`src/hdl/serdes_defines.svh`:
```
// Offsets, field positions, reset values and timing counts of the link block.
// Assumes a 100 MHz system clock; included by every hdl module file.
`ifndef SERDES_DEFINES_SVH
`define SERDES_DEFINES_SVH

// ****************************************************************
// Register map
// ****************************************************************
`define OFF_CTRL      8'h00
`define OFF_STATUS    8'h04
`define OFF_IRQ_ST    8'h08
`define OFF_IRQ_MASK  8'h0c
`define OFF_RXDATA    8'h10
`define CTRL_SER_EN   0
`define CTRL_DES_EN   1
`define CTRL_RESET    2'h3
`define IRQ_SER_LOCK  0
`define IRQ_DES_LOCK  1
`define IRQ_DES_LOST  2
`define IRQ_TIMEOUT   3

// ****************************************************************
// Framing and timing
// ****************************************************************
`define SYNC_WORD        10'h3e0
`define FRAME_LAST       4'hb
`define RCLK_HIGH_BITS   4'h6
`define TX_LOCK_PERIODS  12'h800
`define TRANSMIT_CLOCK_STALL_CYC   7'h7f
`define LOCK_FRAMES_LAST 3'h3
`define LOSS_FRAMES_LAST 3'h3
`define CLK_PERIOD_NS    10
`define LOCK_WAKE_NS     15000
`define LOCK_PATTERN_NS  7000
`define LOCK_WAKE_CYC    11'(`LOCK_WAKE_NS / `CLK_PERIOD_NS)
`define LOCK_PATTERN_CYC 11'(`LOCK_PATTERN_NS / `CLK_PERIOD_NS)

`endif

```
`src/hdl/serdes_pkg.sv`:
```
// Types shared by the link block files.
// Assumes nothing of its surroundings.
package serdes_pkg;
   // Receiver alignment states
   typedef enum logic [1:0] {
      DES_DOWN,
      DES_HUNT,
      DES_ALIGN,
      DES_LOCKED
   } des_state_t;
   // One parallel data word
   typedef logic [9:0] word_t;
endpackage : serdes_pkg

```
`src/hdl/frame_serializer.sv`:
```
// Frame builder and shifter of the transmit half, one bit per clock.
// Assumes run is low until the transmit loop has locked.
`timescale 1ns/1ns
`default_nettype none
`include "serdes_defines.svh"
module frame_serializer (
   input  wire logic              clk,
   input  wire logic              sys_rst,
   input  wire logic              run,
   input  wire logic              send_sync,
   input  wire serdes_pkg::word_t word,
   output var  logic              serial_bit
);
   import serdes_pkg::*;

   logic [11:0] sh_q;
   logic [3:0]  cnt_q;

   // ****************************************************************
   // Framing
   // ****************************************************************
   wire         load = (cnt_q == `FRAME_LAST);
   // [RL9] sync pattern on request
   wire word_t  payload = send_sync ? `SYNC_WORD : word;
   // [RL13] embedded clock bits
   wire [11:0]  frame = {1'b1, payload, 1'b0};

   // Shifter, most significant bit first
   always_ff @(posedge clk) begin
      if (sys_rst || !run) begin
         sh_q  <= 12'h000;
         cnt_q <= `FRAME_LAST;
      end else if (load) begin
         sh_q  <= frame;
         cnt_q <= 4'h0;
      end else begin
         sh_q  <= {sh_q[10:0], 1'b0};
         cnt_q <= cnt_q + 4'h1;
      end
   end

   assign serial_bit = sh_q[11];
endmodule : frame_serializer
`default_nettype wire

```
`src/hdl/lock_deserializer.sv`:
```
// Receive half: frame alignment, lock detection and word extraction.
// Assumes line_bit and line_ok are already synchronised to clk.
`timescale 1ns/1ns
`default_nettype none
`include "serdes_defines.svh"
module lock_deserializer (
   input  wire logic                   clk,
   input  wire logic                   sys_rst,
   input  wire logic                   powered,
   input  wire logic                   line_bit,
   input  wire logic                   line_ok,
   output var  serdes_pkg::des_state_t state_q,
   output var  logic [3:0]             bit_cnt_q,
   output var  serdes_pkg::word_t      rx_word_q,
   output var  logic                   word_stb_q,
   output var  logic                   lock_gain_q,
   output var  logic                   lock_lost_q,
   output var  logic                   timeout_q
);
   import serdes_pkg::*;

   des_state_t  state_d;
   logic [11:0] sh_q;
   logic [2:0]  good_q;
   logic [2:0]  bad_q;
   logic        frame_bad_q;
   logic        wake_q;
   logic [10:0] tmr_q;

   // ****************************************************************
   // Frame decode
   // ****************************************************************
   wire [11:0] sh_d      = {sh_q[10:0], line_bit};
   wire        frame_end = (bit_cnt_q == `FRAME_LAST);
   wire        is_sync   = line_ok && (sh_d == {1'b1, `SYNC_WORD, 1'b0});
   wire        clock_ok  = line_ok && !frame_bad_q && sh_d[11] && !sh_d[0];
   wire        good_word = (state_q == DES_LOCKED) && frame_end && clock_ok;
   wire [10:0] limit     = wake_q ? `LOCK_WAKE_CYC : `LOCK_PATTERN_CYC;
   wire        counting  = line_ok && (state_q == DES_HUNT || state_q == DES_ALIGN);

   // Next state
   always_comb begin
      state_d = state_q;
      case (state_q)
         DES_DOWN: state_d = DES_HUNT;
         DES_HUNT: if (is_sync) state_d = DES_ALIGN;
         DES_ALIGN: begin
            if (frame_end && !is_sync) state_d = DES_HUNT;
            else if (frame_end && good_q == `LOCK_FRAMES_LAST) state_d = DES_LOCKED;
         end
         DES_LOCKED: begin
            // [RL11] four bad frames drop lock
            if (frame_end && !clock_ok && bad_q == `LOSS_FRAMES_LAST) state_d = DES_HUNT;
         end
         default: state_d = DES_DOWN;
      endcase
      if (!powered) state_d = DES_DOWN;
   end

   // Alignment and counters
   always_ff @(posedge clk) begin
      if (sys_rst) begin
         state_q     <= DES_DOWN;
         sh_q        <= 12'h000;
         bit_cnt_q   <= 4'h0;
         good_q      <= 3'h0;
         bad_q       <= 3'h0;
         frame_bad_q <= 1'b0;
      end else begin
         state_q     <= state_d;
         sh_q        <= sh_d;
         bit_cnt_q   <= (state_q == DES_HUNT || frame_end) ? 4'h0 : bit_cnt_q + 4'h1;
         good_q      <= (state_q == DES_HUNT) ? 3'h1 : good_q + {2'h0, frame_end};
         // [RL3] invalid line counts as a bad frame
         frame_bad_q <= !frame_end && (frame_bad_q || !line_ok);
         bad_q       <= (state_q != DES_LOCKED || good_word) ? 3'h0
                        : bad_q + {2'h0, frame_end};
      end
   end

   // Word output and lock events
   always_ff @(posedge clk) begin
      if (sys_rst) begin
         rx_word_q   <= 10'h000;
         word_stb_q  <= 1'b0;
         lock_gain_q <= 1'b0;
         lock_lost_q <= 1'b0;
      end else begin
         // [RL14] words only while locked
         word_stb_q  <= good_word;
         if (good_word) rx_word_q <= sh_d[10:1];
         lock_gain_q <= (state_q != DES_LOCKED) && (state_d == DES_LOCKED);
         lock_lost_q <= (state_q == DES_LOCKED) && (state_d != DES_LOCKED);
      end
   end

   // [RL4] [RL5] lock deadline watch
   always_ff @(posedge clk) begin
      if (sys_rst) begin
         wake_q    <= 1'b0;
         tmr_q     <= 11'h000;
         timeout_q <= 1'b0;
      end else begin
         wake_q    <= (state_q == DES_DOWN) || (wake_q && line_ok && state_q != DES_LOCKED);
         tmr_q     <= !counting ? 11'h000 : (tmr_q == limit) ? tmr_q : tmr_q + 11'h001;
         timeout_q <= counting && (tmr_q == limit - 11'h001);
      end
   end
endmodule : lock_deserializer
`default_nettype wire

```
`src/hdl/serdes_link_lock_timing.sv`:
```
// Serializer and deserializer lock logic with an AHB-Lite register slave.
// Assumes all link pins are asynchronous to clk; one bit of the serial
// line lasts one clk cycle; clk also acts as the receiver reference clock.
// Function
// [RL1] Source keeps transmit clock duty 40 to 60 percent
// [RL2] Transmit loop locks after 2048 clock periods
// [RL3] Tri-stated line drops lock, needs resynchronisation
// [RL4] Lock from wake within stated deadline
// [RL5] Lock from arriving patterns within stated deadline
// [RL6] Send sync patterns before receiver wakes
// [RL7] Reference clock stable before relying on timing
// [RL8] Initialise by wake or pattern arrival path
// [RL9] Either sync request sends sync patterns
// [RL10] Active low lock output high when unlocked
// [RL11] Lock lost after four bad frames
// [RL12] Parallel outputs undriven until locked
// [RL13] Each word framed by one and zero
// [RL14] No valid data unlocked, clock matches frames
`timescale 1ns/1ns
`default_nettype none
`include "serdes_defines.svh"
module serdes_link_lock_timing (
   input  wire logic              clk,
   input  wire logic              sys_rst,
   // AHB-Lite slave
   input  wire logic              hsel,
   input  wire logic [31:0]       haddr,
   input  wire logic [1:0]        htrans,
   input  wire logic              hwrite,
   input  wire logic [2:0]        hsize,
   input  wire logic [31:0]       hwdata,
   input  wire logic              hready,
   output var  logic [31:0]       hrdata,
   output var  logic              hreadyout,
   output var  logic              hresp,
   // Transmit side pins
   input  wire logic              transmit_clock,
   input  wire serdes_pkg::word_t tx_data,
   input  wire logic              sync_request_a,
   input  wire logic              sync_request_b,
   input  wire logic              power_down_n,
   output var  logic              serial_out_pos,
   output var  logic              serial_out_neg,
   output var  logic              serial_out_oe,
   // Receive side pins
   input  wire logic              serial_input_pos,
   input  wire logic              serial_input_neg,
   output var  serdes_pkg::word_t rx_data,
   output var  logic              rx_data_oe,
   output var  logic              rx_valid,
   output var  logic              recovered_clock,
   output var  logic              lock_n,
   output var  logic              irq
);
   import serdes_pkg::*;

   // ****************************************************************
   // Pin synchronisers
   // ****************************************************************
   logic [15:0] pin_s1_q;
   logic [15:0] pin_s2_q;
   logic        transmit_clock_d_q;

   wire [15:0] pins = {tx_data, transmit_clock, sync_request_a,
                       sync_request_b, power_down_n,
                       serial_input_pos, serial_input_neg};

   // Two flip-flops on every pin
   always_ff @(posedge clk) begin
      if (sys_rst) begin
         pin_s1_q <= 16'h0000;
         pin_s2_q <= 16'h0000;
         transmit_clock_d_q <= 1'b0;
      end else begin
         pin_s1_q <= pins;
         pin_s2_q <= pin_s1_q;
         transmit_clock_d_q <= pin_s2_q[5];
      end
   end

   // Named views of the synchronised pins
   wire word_t tx_data_s = pin_s2_q[15:6];
   wire        transmit_clock_s    = pin_s2_q[5];
   wire        sync_req  = pin_s2_q[4] | pin_s2_q[3];
   wire        powered   = pin_s2_q[2];
   wire        line_bit  = pin_s2_q[1];
   // [RL3] equal legs mean an undriven line
   wire        line_ok   = pin_s2_q[1] ^ pin_s2_q[0];
   wire        tx_edge   = transmit_clock_s & ~transmit_clock_d_q;

   // ****************************************************************
   // Transmit loop lock
   // ****************************************************************
   logic [11:0] tx_cnt_q;
   logic [6:0]  stall_q;
   logic        ser_locked_q;
   word_t       tx_word_q;

   wire stalled  = (stall_q == `TRANSMIT_CLOCK_STALL_CYC);
   wire tx_reset = !powered || stalled;
   wire tx_full  = (tx_cnt_q == `TX_LOCK_PERIODS);
   wire ser_gain = !tx_reset && tx_edge && tx_full && !ser_locked_q;

   // [RL2] lock on edge 2049, 2048 periods on
   always_ff @(posedge clk) begin
      if (sys_rst || tx_reset) begin
         tx_cnt_q     <= 12'h000;
         stall_q      <= 7'h00;
         ser_locked_q <= 1'b0;
      end else begin
         stall_q <= tx_edge ? 7'h00 : stall_q + 7'h01;
         if (tx_edge && tx_full) ser_locked_q <= 1'b1;
         else if (tx_edge) tx_cnt_q <= tx_cnt_q + 12'h001;
      end
   end

   // Word capture on each transmit clock rise
   always_ff @(posedge clk) begin
      if (sys_rst) tx_word_q <= 10'h000;
      else if (tx_edge) tx_word_q <= tx_data_s;
   end

   // ****************************************************************
   // Serializer and deserializer
   // ****************************************************************
   logic       ser_bit;
   des_state_t des_state;
   logic [3:0] des_bit_cnt;
   word_t      des_word;
   logic       des_stb;
   logic       des_gain;
   logic       des_lost;
   logic       des_timeout;

   frame_serializer u_ser (
      .clk        (clk),
      .sys_rst    (sys_rst),
      .run        (ser_locked_q),
      .send_sync  (sync_req),
      .word       (tx_word_q),
      .serial_bit (ser_bit)
   );

   lock_deserializer u_des (
      .clk         (clk),
      .sys_rst     (sys_rst),
      .powered     (powered),
      .line_bit    (line_bit),
      .line_ok     (line_ok),
      .state_q     (des_state),
      .bit_cnt_q   (des_bit_cnt),
      .rx_word_q   (des_word),
      .word_stb_q  (des_stb),
      .lock_gain_q (des_gain),
      .lock_lost_q (des_lost),
      .timeout_q   (des_timeout)
   );

   wire des_locked = (des_state == DES_LOCKED);

   // ****************************************************************
   // Register slave
   // ****************************************************************
   logic [1:0]  ctrl_q;
   logic [3:0]  irq_st_q;
   logic [3:0]  irq_mask_q;
   logic        wr_pend_q;
   logic [31:0] wr_addr_q;

   // Full-word match of a register offset
   function automatic logic reg_hit(input logic [31:0] a, input logic [7:0] off);
      reg_hit = (a[31:8] == 24'h000000) && (a[7:0] == off);
   endfunction : reg_hit

   // Address phase decode and read selection
   wire        ahb_take   = hsel && hready && htrans[1];
   wire        word_write = ahb_take && hwrite && (hsize == 3'h2);
   wire [31:0] status_word = {26'h0000000, powered, sync_req,
                              2'(des_state), des_locked, ser_locked_q};
   wire [31:0] rd_data =
      reg_hit(haddr, `OFF_CTRL)     ? {30'h00000000, ctrl_q} :
      reg_hit(haddr, `OFF_STATUS)   ? status_word :
      reg_hit(haddr, `OFF_IRQ_ST)   ? {28'h0000000, irq_st_q} :
      reg_hit(haddr, `OFF_IRQ_MASK) ? {28'h0000000, irq_mask_q} :
      reg_hit(haddr, `OFF_RXDATA)   ? {22'h000000, des_word} :
                                      32'h00000000;

   // Data phase write decode
   wire wr_ctrl = wr_pend_q && reg_hit(wr_addr_q, `OFF_CTRL);
   wire wr_st   = wr_pend_q && reg_hit(wr_addr_q, `OFF_IRQ_ST);
   wire wr_mask = wr_pend_q && reg_hit(wr_addr_q, `OFF_IRQ_MASK);

   // Bus handshake; a word write costs one wait state
   always_ff @(posedge clk) begin
      if (sys_rst) begin
         hrdata    <= 32'h00000000;
         hreadyout <= 1'b1;
         hresp     <= 1'b0;
         wr_pend_q <= 1'b0;
         wr_addr_q <= 32'h00000000;
      end else begin
         hresp     <= 1'b0;
         wr_pend_q <= word_write;
         hreadyout <= !word_write;
         if (ahb_take) wr_addr_q <= haddr;
         if (ahb_take && !hwrite) hrdata <= rd_data;
      end
   end

   // Control and mask registers
   always_ff @(posedge clk) begin
      if (sys_rst) begin
         ctrl_q     <= `CTRL_RESET;
         irq_mask_q <= 4'h0;
      end else begin
         if (wr_ctrl) ctrl_q <= hwdata[1:0];
         if (wr_mask) irq_mask_q <= hwdata[3:0];
      end
   end

   // ****************************************************************
   // Interrupts
   // ****************************************************************
   logic [3:0] irq_ev;

   always_comb begin
      irq_ev                = 4'h0;
      irq_ev[`IRQ_SER_LOCK] = ser_gain;
      irq_ev[`IRQ_DES_LOCK] = des_gain;
      irq_ev[`IRQ_DES_LOST] = des_lost;
      irq_ev[`IRQ_TIMEOUT]  = des_timeout;
   end

   // Write one clears, a new event wins
   wire [3:0] irq_clr  = wr_st ? hwdata[3:0] : 4'h0;
   wire [3:0] irq_st_d = (irq_st_q & ~irq_clr) | irq_ev;

   always_ff @(posedge clk) begin
      if (sys_rst) begin
         irq_st_q <= 4'h0;
         irq      <= 1'b0;
      end else begin
         irq_st_q <= irq_st_d;
         irq      <= |(irq_st_q & irq_mask_q);
      end
   end

   // ****************************************************************
   // Pin outputs
   // ****************************************************************
   logic ser_run_q;
   // [RL3] line released when disabled or unlocked; lags lock to meet the first bit
   wire ser_drive = ser_run_q && ctrl_q[`CTRL_SER_EN];
   // [RL12] parallel outputs driven only when locked
   wire des_drive = des_locked && ctrl_q[`CTRL_DES_EN];

   // Serial line registers
   always_ff @(posedge clk) begin
      if (sys_rst) begin
         serial_out_pos <= 1'b0;
         serial_out_neg <= 1'b0;
         serial_out_oe  <= 1'b0;
         ser_run_q      <= 1'b0;
      end else begin
         ser_run_q      <= ser_locked_q;
         serial_out_pos <= ser_bit & ser_drive;
         serial_out_neg <= ~ser_bit & ser_drive;
         serial_out_oe  <= ser_drive;
      end
   end

   // Parallel output registers
   always_ff @(posedge clk) begin
      if (sys_rst) begin
         rx_data         <= 10'h000;
         rx_data_oe      <= 1'b0;
         rx_valid        <= 1'b0;
         recovered_clock <= 1'b0;
         lock_n          <= 1'b1;
      end else begin
         rx_data         <= des_word;
         rx_data_oe      <= des_drive;
         // [RL14] valid only with lock
         rx_valid        <= des_stb && des_locked;
         // [RL14] one clock period per frame
         recovered_clock <= des_locked && (des_bit_cnt < `RCLK_HIGH_BITS);
         // [RL10] lock output low only while locked
         lock_n          <= !des_locked;
      end
   end
endmodule : serdes_link_lock_timing
`default_nettype wire

```
`config.mk`:
```
export PLATFORM = sky130hd
export DESIGN_NAME = serdes_link_lock_timing
export DESIGN_NICKNAME = d
export VERILOG_FILES = /design/src/hdl/serdes_pkg.sv /design/src/hdl/frame_serializer.sv /design/src/hdl/lock_deserializer.sv /design/src/hdl/serdes_link_lock_timing.sv
export VERILOG_INCLUDE_DIRS = /design/src /design/src/hdl
export SDC_FILE = /design/constraint.sdc
export NUM_CORES = 1
export LEC_CHECK = 0
export BUFFER_PORTS_ARGS = -buffer_cell sky130_fd_sc_hd__buf_2
export CORE_MARGIN = 5
export CORE_UTILIZATION = 50
export CTS_BUF_LIST = sky130_fd_sc_hd__clkbuf_16
export DETAILED_ROUTE_END_ITERATION = 16
export GPL_TIMING_DRIVEN = 0
export PLACE_DENSITY_LB_ADDON = 0.08
export RECOVER_POWER = 100
export SLEW_MARGIN = 20
export SYNTH_ARGS = -nofsm -noshare
export SYNTH_HDL_FRONTEND = slang
export SYNTH_SLANG_ARGS = --single-unit
```
`constraint.sdc`:
```
create_clock -name clk -period 1.7 [get_ports clk]
set_input_delay 0.085 -clock clk [delete_from_list [all_inputs] [get_ports clk]]
set_output_delay 0.085 -clock clk [all_outputs]
set_load 0.005 [all_outputs]
```
==> out/qor.csv, run 1 <==
stage,metric,value,unit
critical_path,cell family with most CP delay,simple AND/OR/NAND/NOR gates,
critical_path,"Slowest-stage cell, CP",or4_4,
grt,number of global-route vias before repair,6198,
logic_synthesis,most used flip-flop cell after synthesis,dfxtp_1,
route,DR WL/cell,14.8,um
timing,count of final max-slew check failures,0,
route,drt first-iter violations,299,
logic_synthesis,"area leader, netlist",dfxtp_1,
pwr,Design Power,0.0102,W
floorplan,FP Rows,44,
pwr,Switching Share,21.1,%
route,DR pass1 iterations,5,
timing,final hold violations,0,
critical_path,Bufs and invs on worst path,0,
timing,RSZ-0062 raised after global routing,yes,
route,Post-Route WL,17.8,mm
critical_path,crit path cell chain,"or4_4, nor4_4, o21ai_1, a31o_1, o311a_1",
critical_path,CP required,2.06,ns
cells_and_area,final net count,1112,
timing,minimum clock period after layout,1.94,ns
floorplan,Die Width,133,um
critical_path,reg2reg setup slack,-0.24,ns
placed_design,placed cell count,1104,
cts,CTS Buf Count,21,
floorplan,die height,133,um
critical_path,peak fanout along the critical path,3,
critical_path,critical path endpoint category,flip-flop,
floorplan,total core area,14600,um^2
cts,H-tree levels,1,
timing,skew final,0.00704,ns
logic_synthesis,top-count cell post-synth,dfxtp_1,
timing,Max Fclk,0.514,GHz
logic_synthesis,Post-Synthesis Cells,809,
placed_design,detailed placement HPWL,12.3,mm
grt,first-pass GRT wire length,29.5,mm
logic_synthesis,"top cells by count, synth","dfxtp_1 (201), nand2_1 (117), nor2_1 (63), nor2b_1 (62), a21oi_1 (57)",
pwr,combinational share of power,5.2,%
cts,buffer levels on the longest clock path,3,
cts,CTS tree,built,
grt,GR Overflow Total,0,
floorplan,DIE AREA,17600,um^2
grt,GRT Overall Usage,19.7,%
run_status,failing checks,setup timing,
route,vias per inst,5.14,
logic_synthesis,"FF+latch count, synth",201,
pwr,pwr dens,1040,nW/um^2
timing,final worst slack,-0.244,ns
pwr,Seq pwr share,47.1,%
logic_synthesis,Avg Inst Size Synth,9.30,um^2
logic_synthesis,Post-synth EDFFs,0,
pwr,Clock power frac,47.6,%
route,Vias,6194,
floorplan,io pins,142,
logic_synthesis,top post-synthesis cells by area,"dfxtp_1 (53%), nand2_1 (5.8%), nor2b_1 (5.2%)",
logic_synthesis,"Async S/R FF share, synth",0,%
logic_synthesis,"Seq/Total Area, Yosys",53.5,%
timing,actual slew at the worst max-slew pin,0.663,ns
cts,clk root buf,clkbuf_16,
placed_design,RePlAce Congestion,0.821,
pwr,Max IR drop VDD,873,uV
logic_synthesis,Synth Warn #,0,
placed_design,buffers added on ports,89,
cells_and_area,share of post-route cells with drive strength above 1,20.2,%
timing,final setup fails,13,
logic_synthesis,"Cell Area, Synth",7530,um^2
critical_path,type of origin of the critical path,flip-flop,
cts,clock slew at reported path FFs,0.06,ns
pwr,Pleak,3.93,nW
route,DRC,0,
timing,Slew HR,55.6,%
min_path,Hold Path Class,in -> reg,
cts,clock latency on the worst-skew pair,0.48,ns
cts,Sink Count,201,
critical_path,Critical Path Max Stage Delay,0.54,ns
pwr,Sw Pwr,0.00216,W
timing,Final Cycle Share,114,%
pwr,Pint,0.00808,W
logic_synthesis,Unique masters post-synth,56,
grt,initial antenna violation count,1,
grt,largest net degree at the start of global routing,16,
logic_synthesis,post-synth top area share,53.5,%
cells_and_area,P&R area growth vs syn,30.9,%
floorplan,Initial Util,51.4,%
route,Final ANT Viol Nets,0,
run_status,status,"finished, violations left",
critical_path,CP Class,reg -> reg,
critical_path,WP data arrival,2.31,ns
cells_and_area,Layout Cells excl Fill,1206,
flow_run,total of max-cap violations,0,
## cells by family (layout without fill, tap and decap cells)
kind of cell,after synthesis,count (layout),share of synthesized area [%]
other cells,1,24,0.0498
mux,13,13,1.75
flops,201,201,53.5
fa+ha+maj,15,15,2.49
xor+xnor,23,23,2.68
buf+inv,73,263,4.80
compound gates,118,118,10.2
simple gates,365,365,24.5
## registers in the layout, indices dropped and copies added (netlist names), 3 cells and up
register / count
wr_addr_q: 32
pin_s1_q: 16
pin_s2_q: 16
tx_cnt_q: 12
u_des.sh_q: 11
u_des.tmr_q: 11
u_ser.sh_q: 11
hrdata: 10
rx_data: 10
tx_word_q: 10
u_des.rx_word_q: 10
stall_q: 7
irq_mask_q: 4
irq_st_q: 4
u_des.bit_cnt_q: 4
u_ser.cnt_q: 4
u_des.bad_q: 3
u_des.good_q: 3
## power groups by stage
stage,logic [W],registers [W],clock network [W]
2_1_floorplan,0.000254,0.00492,0
3_3_place_gp,0.000399,0.00493,0
3_5_place_dp,0.000410,0.00493,0
4_1_cts,0.000512,0.00482,0.00497
5_1_grt,0.000594,0.00484,0.00518
6_report,0.000537,0.00483,0.00488
## final cells by class
| class | instances | area (um^2) |
|---|---|---|
| Clock inverter | 16 | 214 |
| Multi-Input combinational cell | 557 | 3410 |
| Antenna cell | 1 | 2.50 |
| Fill cell | 1133 | 4800 |
| Tap cell | 184 | 230 |
| Inverter | 17 | 66.3 |
| Buffer | 55 | 312 |
| Timing Repair Buffer | 154 | 1050 |
| Sequential cell | 201 | 4040 |
| Clock buffer | 21 | 526 |
## routing by layer
metal | track usage, % | vias to the layer above | share of wire, %
met5 | 0 | - | 0
met4 | 6.18 | 0 | 2.3
met3 | 4.29 | 30 | 5.9
met2 | 33.6 | 173 | 47
met1 | 25.1 | 2876 | 45
li1 | - | 3115 | -
## stage by stage
step,setup slack [ns],hold slack (ns),area [um^2],utilization [%],TNS (ns)
floorplan,-0.0946,0.213,7610,-,-0.0946
global placement,-0.331,0.300,8280,56.6,-14.89
detailed placement,-0.367,0.299,8280,56.6,-20.40
CTS,-0.217,0.0403,9670,66.0,-1.25
global route,-0.275,0.0711,9850,67.3,-2.66
finish,-0.244,0.0731,9850,67.3,-1.12
## worst reg2reg max path, cell delays in order (launching register included)
cell and delay (ns):
dfxtp_2 0.32, or4_4 0.54, nor4_4 0.33, o21ai_1 0.13, a31o_1 0.21, o311a_1 0.30
## layout by cell type (no fill, tap or decap), types with 18 or more instances in the layout
cell / n
nor2_1: 59
dfxtp_1: 191
nand3_1: 23
nor2b_1: 60
nor3_1: 18
buf_2: 75
nand2_1: 115
conb_1: 23
clkbuf_1: 39
dlygate4sd3_1: 53
clkbuf_16: 21
buf_4: 36
a21oi_1: 56
## repair_timing
action	in CTS	in global routing
resized for setup	22	45
setup buffers	5	8
hold buffers	53	0
endpoints found under the setup margin	42	83
hold endpoints to repair	59	0
pin swaps	9	15
## path summary, 6_finish.rpt
| check | from | end | depth (start not counted) |
|---|---|---|---|
| setup / recovery | u_des.sh_q[1] | u_des.state_q[0] | 5 |
| hold / removal | sys_rst | irq_st_q[2] | 3 |
| setup reg to reg | u_des.sh_q[1] | u_des.state_q[0] | 5 |
| hold reg to reg | u_ser.sh_q[11] | serial_out_neg | 1 |
Power figures use the tool's default switching activity.
==> run 2, diff against run 1 <==
- CORE_UTILIZATION: 50 -> 55
- clock period: 1.7 -> 1.9 ns (I/O delays scaled with it)
==> out/qor.csv, run 2 (synthesis gave the netlist of run 1 again) <==
stage,metric,value,unit
grt,GRT Overall Usage,20.8,%
timing,Slew HR,57.7,%
floorplan,Initial Util,56.4,%
timing,final hold violations,0,
critical_path,Critical Path Max Stage Delay,0.55,ns
timing,count of final max-slew check failures,0,
timing,Max Fclk,0.515,GHz
critical_path,"Slowest-stage cell, CP",or4_4,
grt,largest net degree at the start of global routing,16,
cts,CTS Buf Count,21,
critical_path,critical path endpoint category,flip-flop,
route,DR pass1 iterations,5,
cts,clk root buf,clkbuf_16,
cells_and_area,"most common cell after layout, fill and taps aside",dfxtp_1,
critical_path,peak fanout along the critical path,3,
cts,buffer levels on the longest clock path,3,
cells_and_area,share of post-route cells with drive strength above 1,14.2,%
cts,clock slew at reported path FFs,0.06,ns
critical_path,cell family with most CP delay,simple AND/OR/NAND/NOR gates,
critical_path,crit path cell chain,"or4_4, nor4_4, o21ai_1, a31o_1, o311a_1",
floorplan,DIE AREA,16100,um^2
cells_and_area,final net count,1102,
floorplan,die height,127,um
timing,final setup fails,1,
cts,Sink Count,201,
placed_design,Place WS,-0.226,ns
pwr,Pleak,3.80,nW
cells_and_area,top flop regs,"wr_addr_q x32, pin_s1_q x16, pin_s2_q x16",
placed_design,detailed placement HPWL,12.0,mm
run_status,failing checks,setup timing,
timing,RSZ-0062 raised after global routing,yes,
route,DRC,0,
route,DR WL/cell,14.4,um
run_status,status,"finished, violations left",
floorplan,io pins,142,
cells_and_area,P&R area growth vs syn,26.8,%
critical_path,Bufs and invs on worst path,0,
placed_design,RePlAce Congestion,0.911,
timing,minimum clock period after layout,1.94,ns
critical_path,type of origin of the critical path,flip-flop,
pwr,Max IR drop VDD,731,uV
critical_path,CP Class,reg -> reg,
min_path,Hold Path Class,in -> reg,
pwr,pwr dens,945,nW/um^2
timing,actual slew at the worst max-slew pin,0.632,ns
cells_and_area,most flop-heavy register,wr_addr_q,
route,drt first-iter violations,346,
flow_run,total of max-cap violations,0,
floorplan,FP Rows,42,
timing,hold_ws,0.0880,ns
critical_path,WP data arrival,2.30,ns
timing,Final Cycle Share,102,%
placed_design,buffers added on ports,89,
route,Vias,6199,
grt,number of global-route vias before repair,6181,
floorplan,total core area,13300,um^2
critical_path,CP required,2.26,ns
grt,first-pass GRT wire length,28.6,mm
route,Final ANT Viol Nets,0,
cts,CTS tree,built,
floorplan,Die Width,127,um
grt,GR Overflow Total,0,
cells_and_area,max reg flops,32,
cells_and_area,most frequent cells in the layout,"dfxtp_1 (200), nand2_1 (117), buf_2 (67)",
cts,clock latency on the worst-skew pair,0.47,ns
pwr,Design Power,0.00901,W
route,vias per inst,5.22,
timing,skew final,0.00639,ns
timing,final worst slack,-0.0404,ns
cts,H-tree levels,1,
route,Post-Route WL,17.1,mm
grt,initial antenna violation count,0,
-- run 2: cell count changes in the layout (fill, tap and decap cells not counted), moves of 6 or more --
cell and delta:
buf_2 -8, buf_4 -11, clkbuf_1 +14, dfxtp_1 +9, dfxtp_2 -9, nor4_1 +6
-- run 2: layout make-up --
| cell class | instances | area (um^2) |
|---|---|---|
| Clock buffer | 21 | 526 |
| Clock inverter | 15 | 201 |
| Buffer | 56 | 304 |
| Fill cell | 1017 | 3810 |
| Multi-Input combinational cell | 557 | 3240 |
| Tap cell | 176 | 220 |
| Timing Repair Buffer | 143 | 956 |
| Sequential cell | 201 | 4030 |
| Antenna cell | 1 | 2.50 |
| Inverter | 17 | 63.8 |
-- run 2: timing repair --
item	4_1_cts	5_1_grt
hold buffers	53	0
pin swaps	0	3
resized for setup	6	5
setup buffers	0	1
endpoints found under the setup margin	18	28
gates cloned	0	0
hold endpoints to repair	58	0
-- run 2: path summary, 6_finish.rpt --
path / slack, ns / start / depth (start not counted) / end
max reg2reg: -0.04 / u_des.sh_q[3] / 5 / u_des.state_q[0]
min reg2reg: 0.43 / pin_s2_q[12] / 2 / tx_word_q[6]
max: -0.04 / u_des.sh_q[3] / 5 / u_des.state_q[0]
min: 0.09 / sys_rst / 3 / irq_st_q[2]
-- run 2: stage by stage --
stage | std cells | utilization [%] | setup TNS [ns] | area [um^2]
global placement | 1096 | 62.0 | -1.36 | 8270
CTS | 1185 | 71.6 | -0.0221 | 9550
finish | 1187 | 71.5 | -0.0404 | 9540
global route | 1186 | 71.5 | -0.542 | 9540
detailed placement | 1096 | 62.0 | -1.57 | 8270
floorplan | 831 | - | 0 | 7610
-- run 2: report_power, final --
group          internal (W)  switching (W)  total (W)
combinational      0.000227       0.000234   0.000460
clock               0.00269        0.00154    0.00423
sequential          0.00428      0.0000347    0.00432
total               0.00720        0.00181    0.00901
-- run 2: per-layer routing --
layer	vias to the layer above	wire length [um]	track usage, %
met2	207	7960	35.7
met4	0	427	6.50
met5	-	0	0
met3	41	1050	3.63
met1	2852	7640	26.7
li1	3099	-	-
-- run 2: tightest hold or removal path: stages --
cell and delay [ns]:
clkbuf_1 0.09, inv_1 0.16, o221a_2 0.17
==> run 3, diff against run 2 <==
- BUFFER_PORTS_ARGS: -buffer_cell sky130_fd_sc_hd__buf_2 -> -buffer_cell sky130_fd_sc_hd__buf_4
==> out/qor.csv, run 3 (synthesis gave the netlist of run 1 again) <==
stage,metric,value,unit
run_status,status,"finished, violations left",
run_status,failing checks,setup timing,
placed_design,RePlAce Congestion,0.915,
floorplan,total core area,13300,um^2
pwr,pwr dens,885,nW/um^2
cts,H-tree levels,1,
route,Vias,6259,
placed_design,detailed placement HPWL,12.3,mm
route,vias per inst,5.27,
grt,number of global-route vias before repair,6144,
placed_design,buffers added on ports,89,
critical_path,WP data arrival,2.29,ns
route,DR pass1 iterations,5,
floorplan,FP Rows,42,
critical_path,CP required,2.26,ns
pwr,Pleak,3.89,nW
cts,clk root buf,clkbuf_16,
placed_design,Area after DPL,8500,um^2
grt,first-pass GRT wire length,29.2,mm
timing,minimum clock period after layout,1.93,ns
grt,largest net degree at the start of global routing,15,
cts,clock latency on the worst-skew pair,0.49,ns
route,DR WL/cell,14.8,um
timing,Max Fclk,0.519,GHz
critical_path,critical path endpoint category,flip-flop,
critical_path,peak fanout along the critical path,3,
timing,Slew HR,57.4,%
cells_and_area,Layout Cells excl Fill,1187,
timing,final setup fails,1,
flow_run,total of max-cap violations,0,
pwr,Design Power,0.00860,W
timing,Final Cycle Share,101,%
cts,CTS Buf Count,20,
cts,Sink Count,201,
cells_and_area,"most common cell after layout, fill and taps aside",dfxtp_1,
timing,skew final,0.0102,ns
grt,GRT Overall Usage,21.3,%
cells_and_area,most flop-heavy register,wr_addr_q,
cells_and_area,top flop regs,"wr_addr_q x32, pin_s1_q x16, pin_s2_q x16",
min_path,Hold Path Class,in -> reg,
cts,CTS tree,built,
grt,initial antenna violation count,0,
timing,final worst slack,-0.0257,ns
route,DRC,0,
cells_and_area,final net count,1102,
timing,setup total negative slack,-0.0257,ns
floorplan,Initial Util,56.4,%
timing,actual slew at the worst max-slew pin,0.639,ns
pwr,Max IR drop VDD,764,uV
route,Post-Route WL,17.6,mm
timing,final hold violations,0,
floorplan,Die Width,127,um
cells_and_area,Final Instance Area,9720,um^2
grt,GR Overflow Total,0,
placed_design,Place WS,-0.214,ns
critical_path,type of origin of the critical path,flip-flop,
cells_and_area,max reg flops,32,
floorplan,io pins,142,
cts,clock slew at reported path FFs,0.06,ns
cells_and_area,most frequent cells in the layout,"dfxtp_1 (196), nand2_1 (117), buf_4 (81)",
cts,buffer levels on the longest clock path,3,
timing,RSZ-0062 raised after global routing,yes,
placed_design,placed cell count,1096,
floorplan,DIE AREA,16100,um^2
cells_and_area,P&R area growth vs syn,29.1,%
floorplan,die height,127,um
cells_and_area,share of post-route cells with drive strength above 1,16.0,%
route,Final ANT Viol Nets,0,
timing,count of final max-slew check failures,0,
route,drt first-iter violations,459,
critical_path,CP Class,reg -> reg,
==> run 3: changes by cell type in the layout (fill, tap and decap cells not counted), moves of 3 or more <==
| cell | delta |
|---|---|
| clkbuf_1 | -19 |
| inv_1 | +4 |
| clkbuf_4 | +30 |
| clkinv_1 | +3 |
| dfxtp_1 | -4 |
| dfxtp_2 | +4 |
| buf_4 | +56 |
| buf_2 | -67 |
| bufinv_16 | -3 |
==> run 3: layout make-up <==
cell class / instances / area [um^2]
clock inverters: 14 / 108
multi-input cells: 557 / 3270
diodes: 1 / 2.50
well taps: 176 / 220
fillers: 975 / 3630
clock buffers: 21 / 526
flip-flops and latches: 201 / 4030
repair buffers: 144 / 1200
plain buffers: 56 / 304
inverters: 17 / 63.8
==> run 3: report_power, final <==
group	switching (W)	internal [W]	total, W
clock	0.00153	0.00225	0.00378
sequential	0.0000353	0.00428	0.00432
combinational	0.000241	0.000263	0.000505
==> run 3: worst paths after layout <==
kind | from | end | slack (ns) | cells past startpoint
setup / recovery | u_des.sh_q[1] | u_des.state_q[0] | -0.03 | 5
hold / removal | sys_rst | irq_st_q[1] | 0.08 | 3
setup reg to reg | u_des.sh_q[1] | u_des.state_q[0] | -0.03 | 5
hold reg to reg | pin_s1_q[11] | pin_s2_q[11] | 0.43 | 1
==> run 3: per-stage QoR <==
step                hold slack [ns]  utilization, %
floorplan                     0.223               -
global placement              0.309            63.7
detailed placement            0.311            63.7
CTS                          0.0449            72.6
global route                  0.106            72.8
finish                       0.0776            72.8
==> run 3: routing by layer <==
layer,part of all wire [%],wire length (um),GRT usage [%],up-vias
met2,48,8480,37.1,211
met1,43,7530,27.4,2905
li1,-,-,-,3104
met4,2.0,356,5.49,0
met5,0,0,0,-
met3,7.0,1220,3.96,39
==> run 3: worst max-delay path, cell delays in order, from the launching register on <==
cell,delay [ns]
dfxtp_2,0.32
or4_4,0.55
nor4_4,0.33
nand2_1,0.10
a31o_1,0.21
o311a_1,0.29
==> run 3: repair_timing <==
action	CTS	global route
hold buffers	53	0
resized for setup	8	14
endpoints found under the setup margin	15	37
buffers inserted	1	1
endpoints found under the hold margin	59	0
pin swaps	4	4
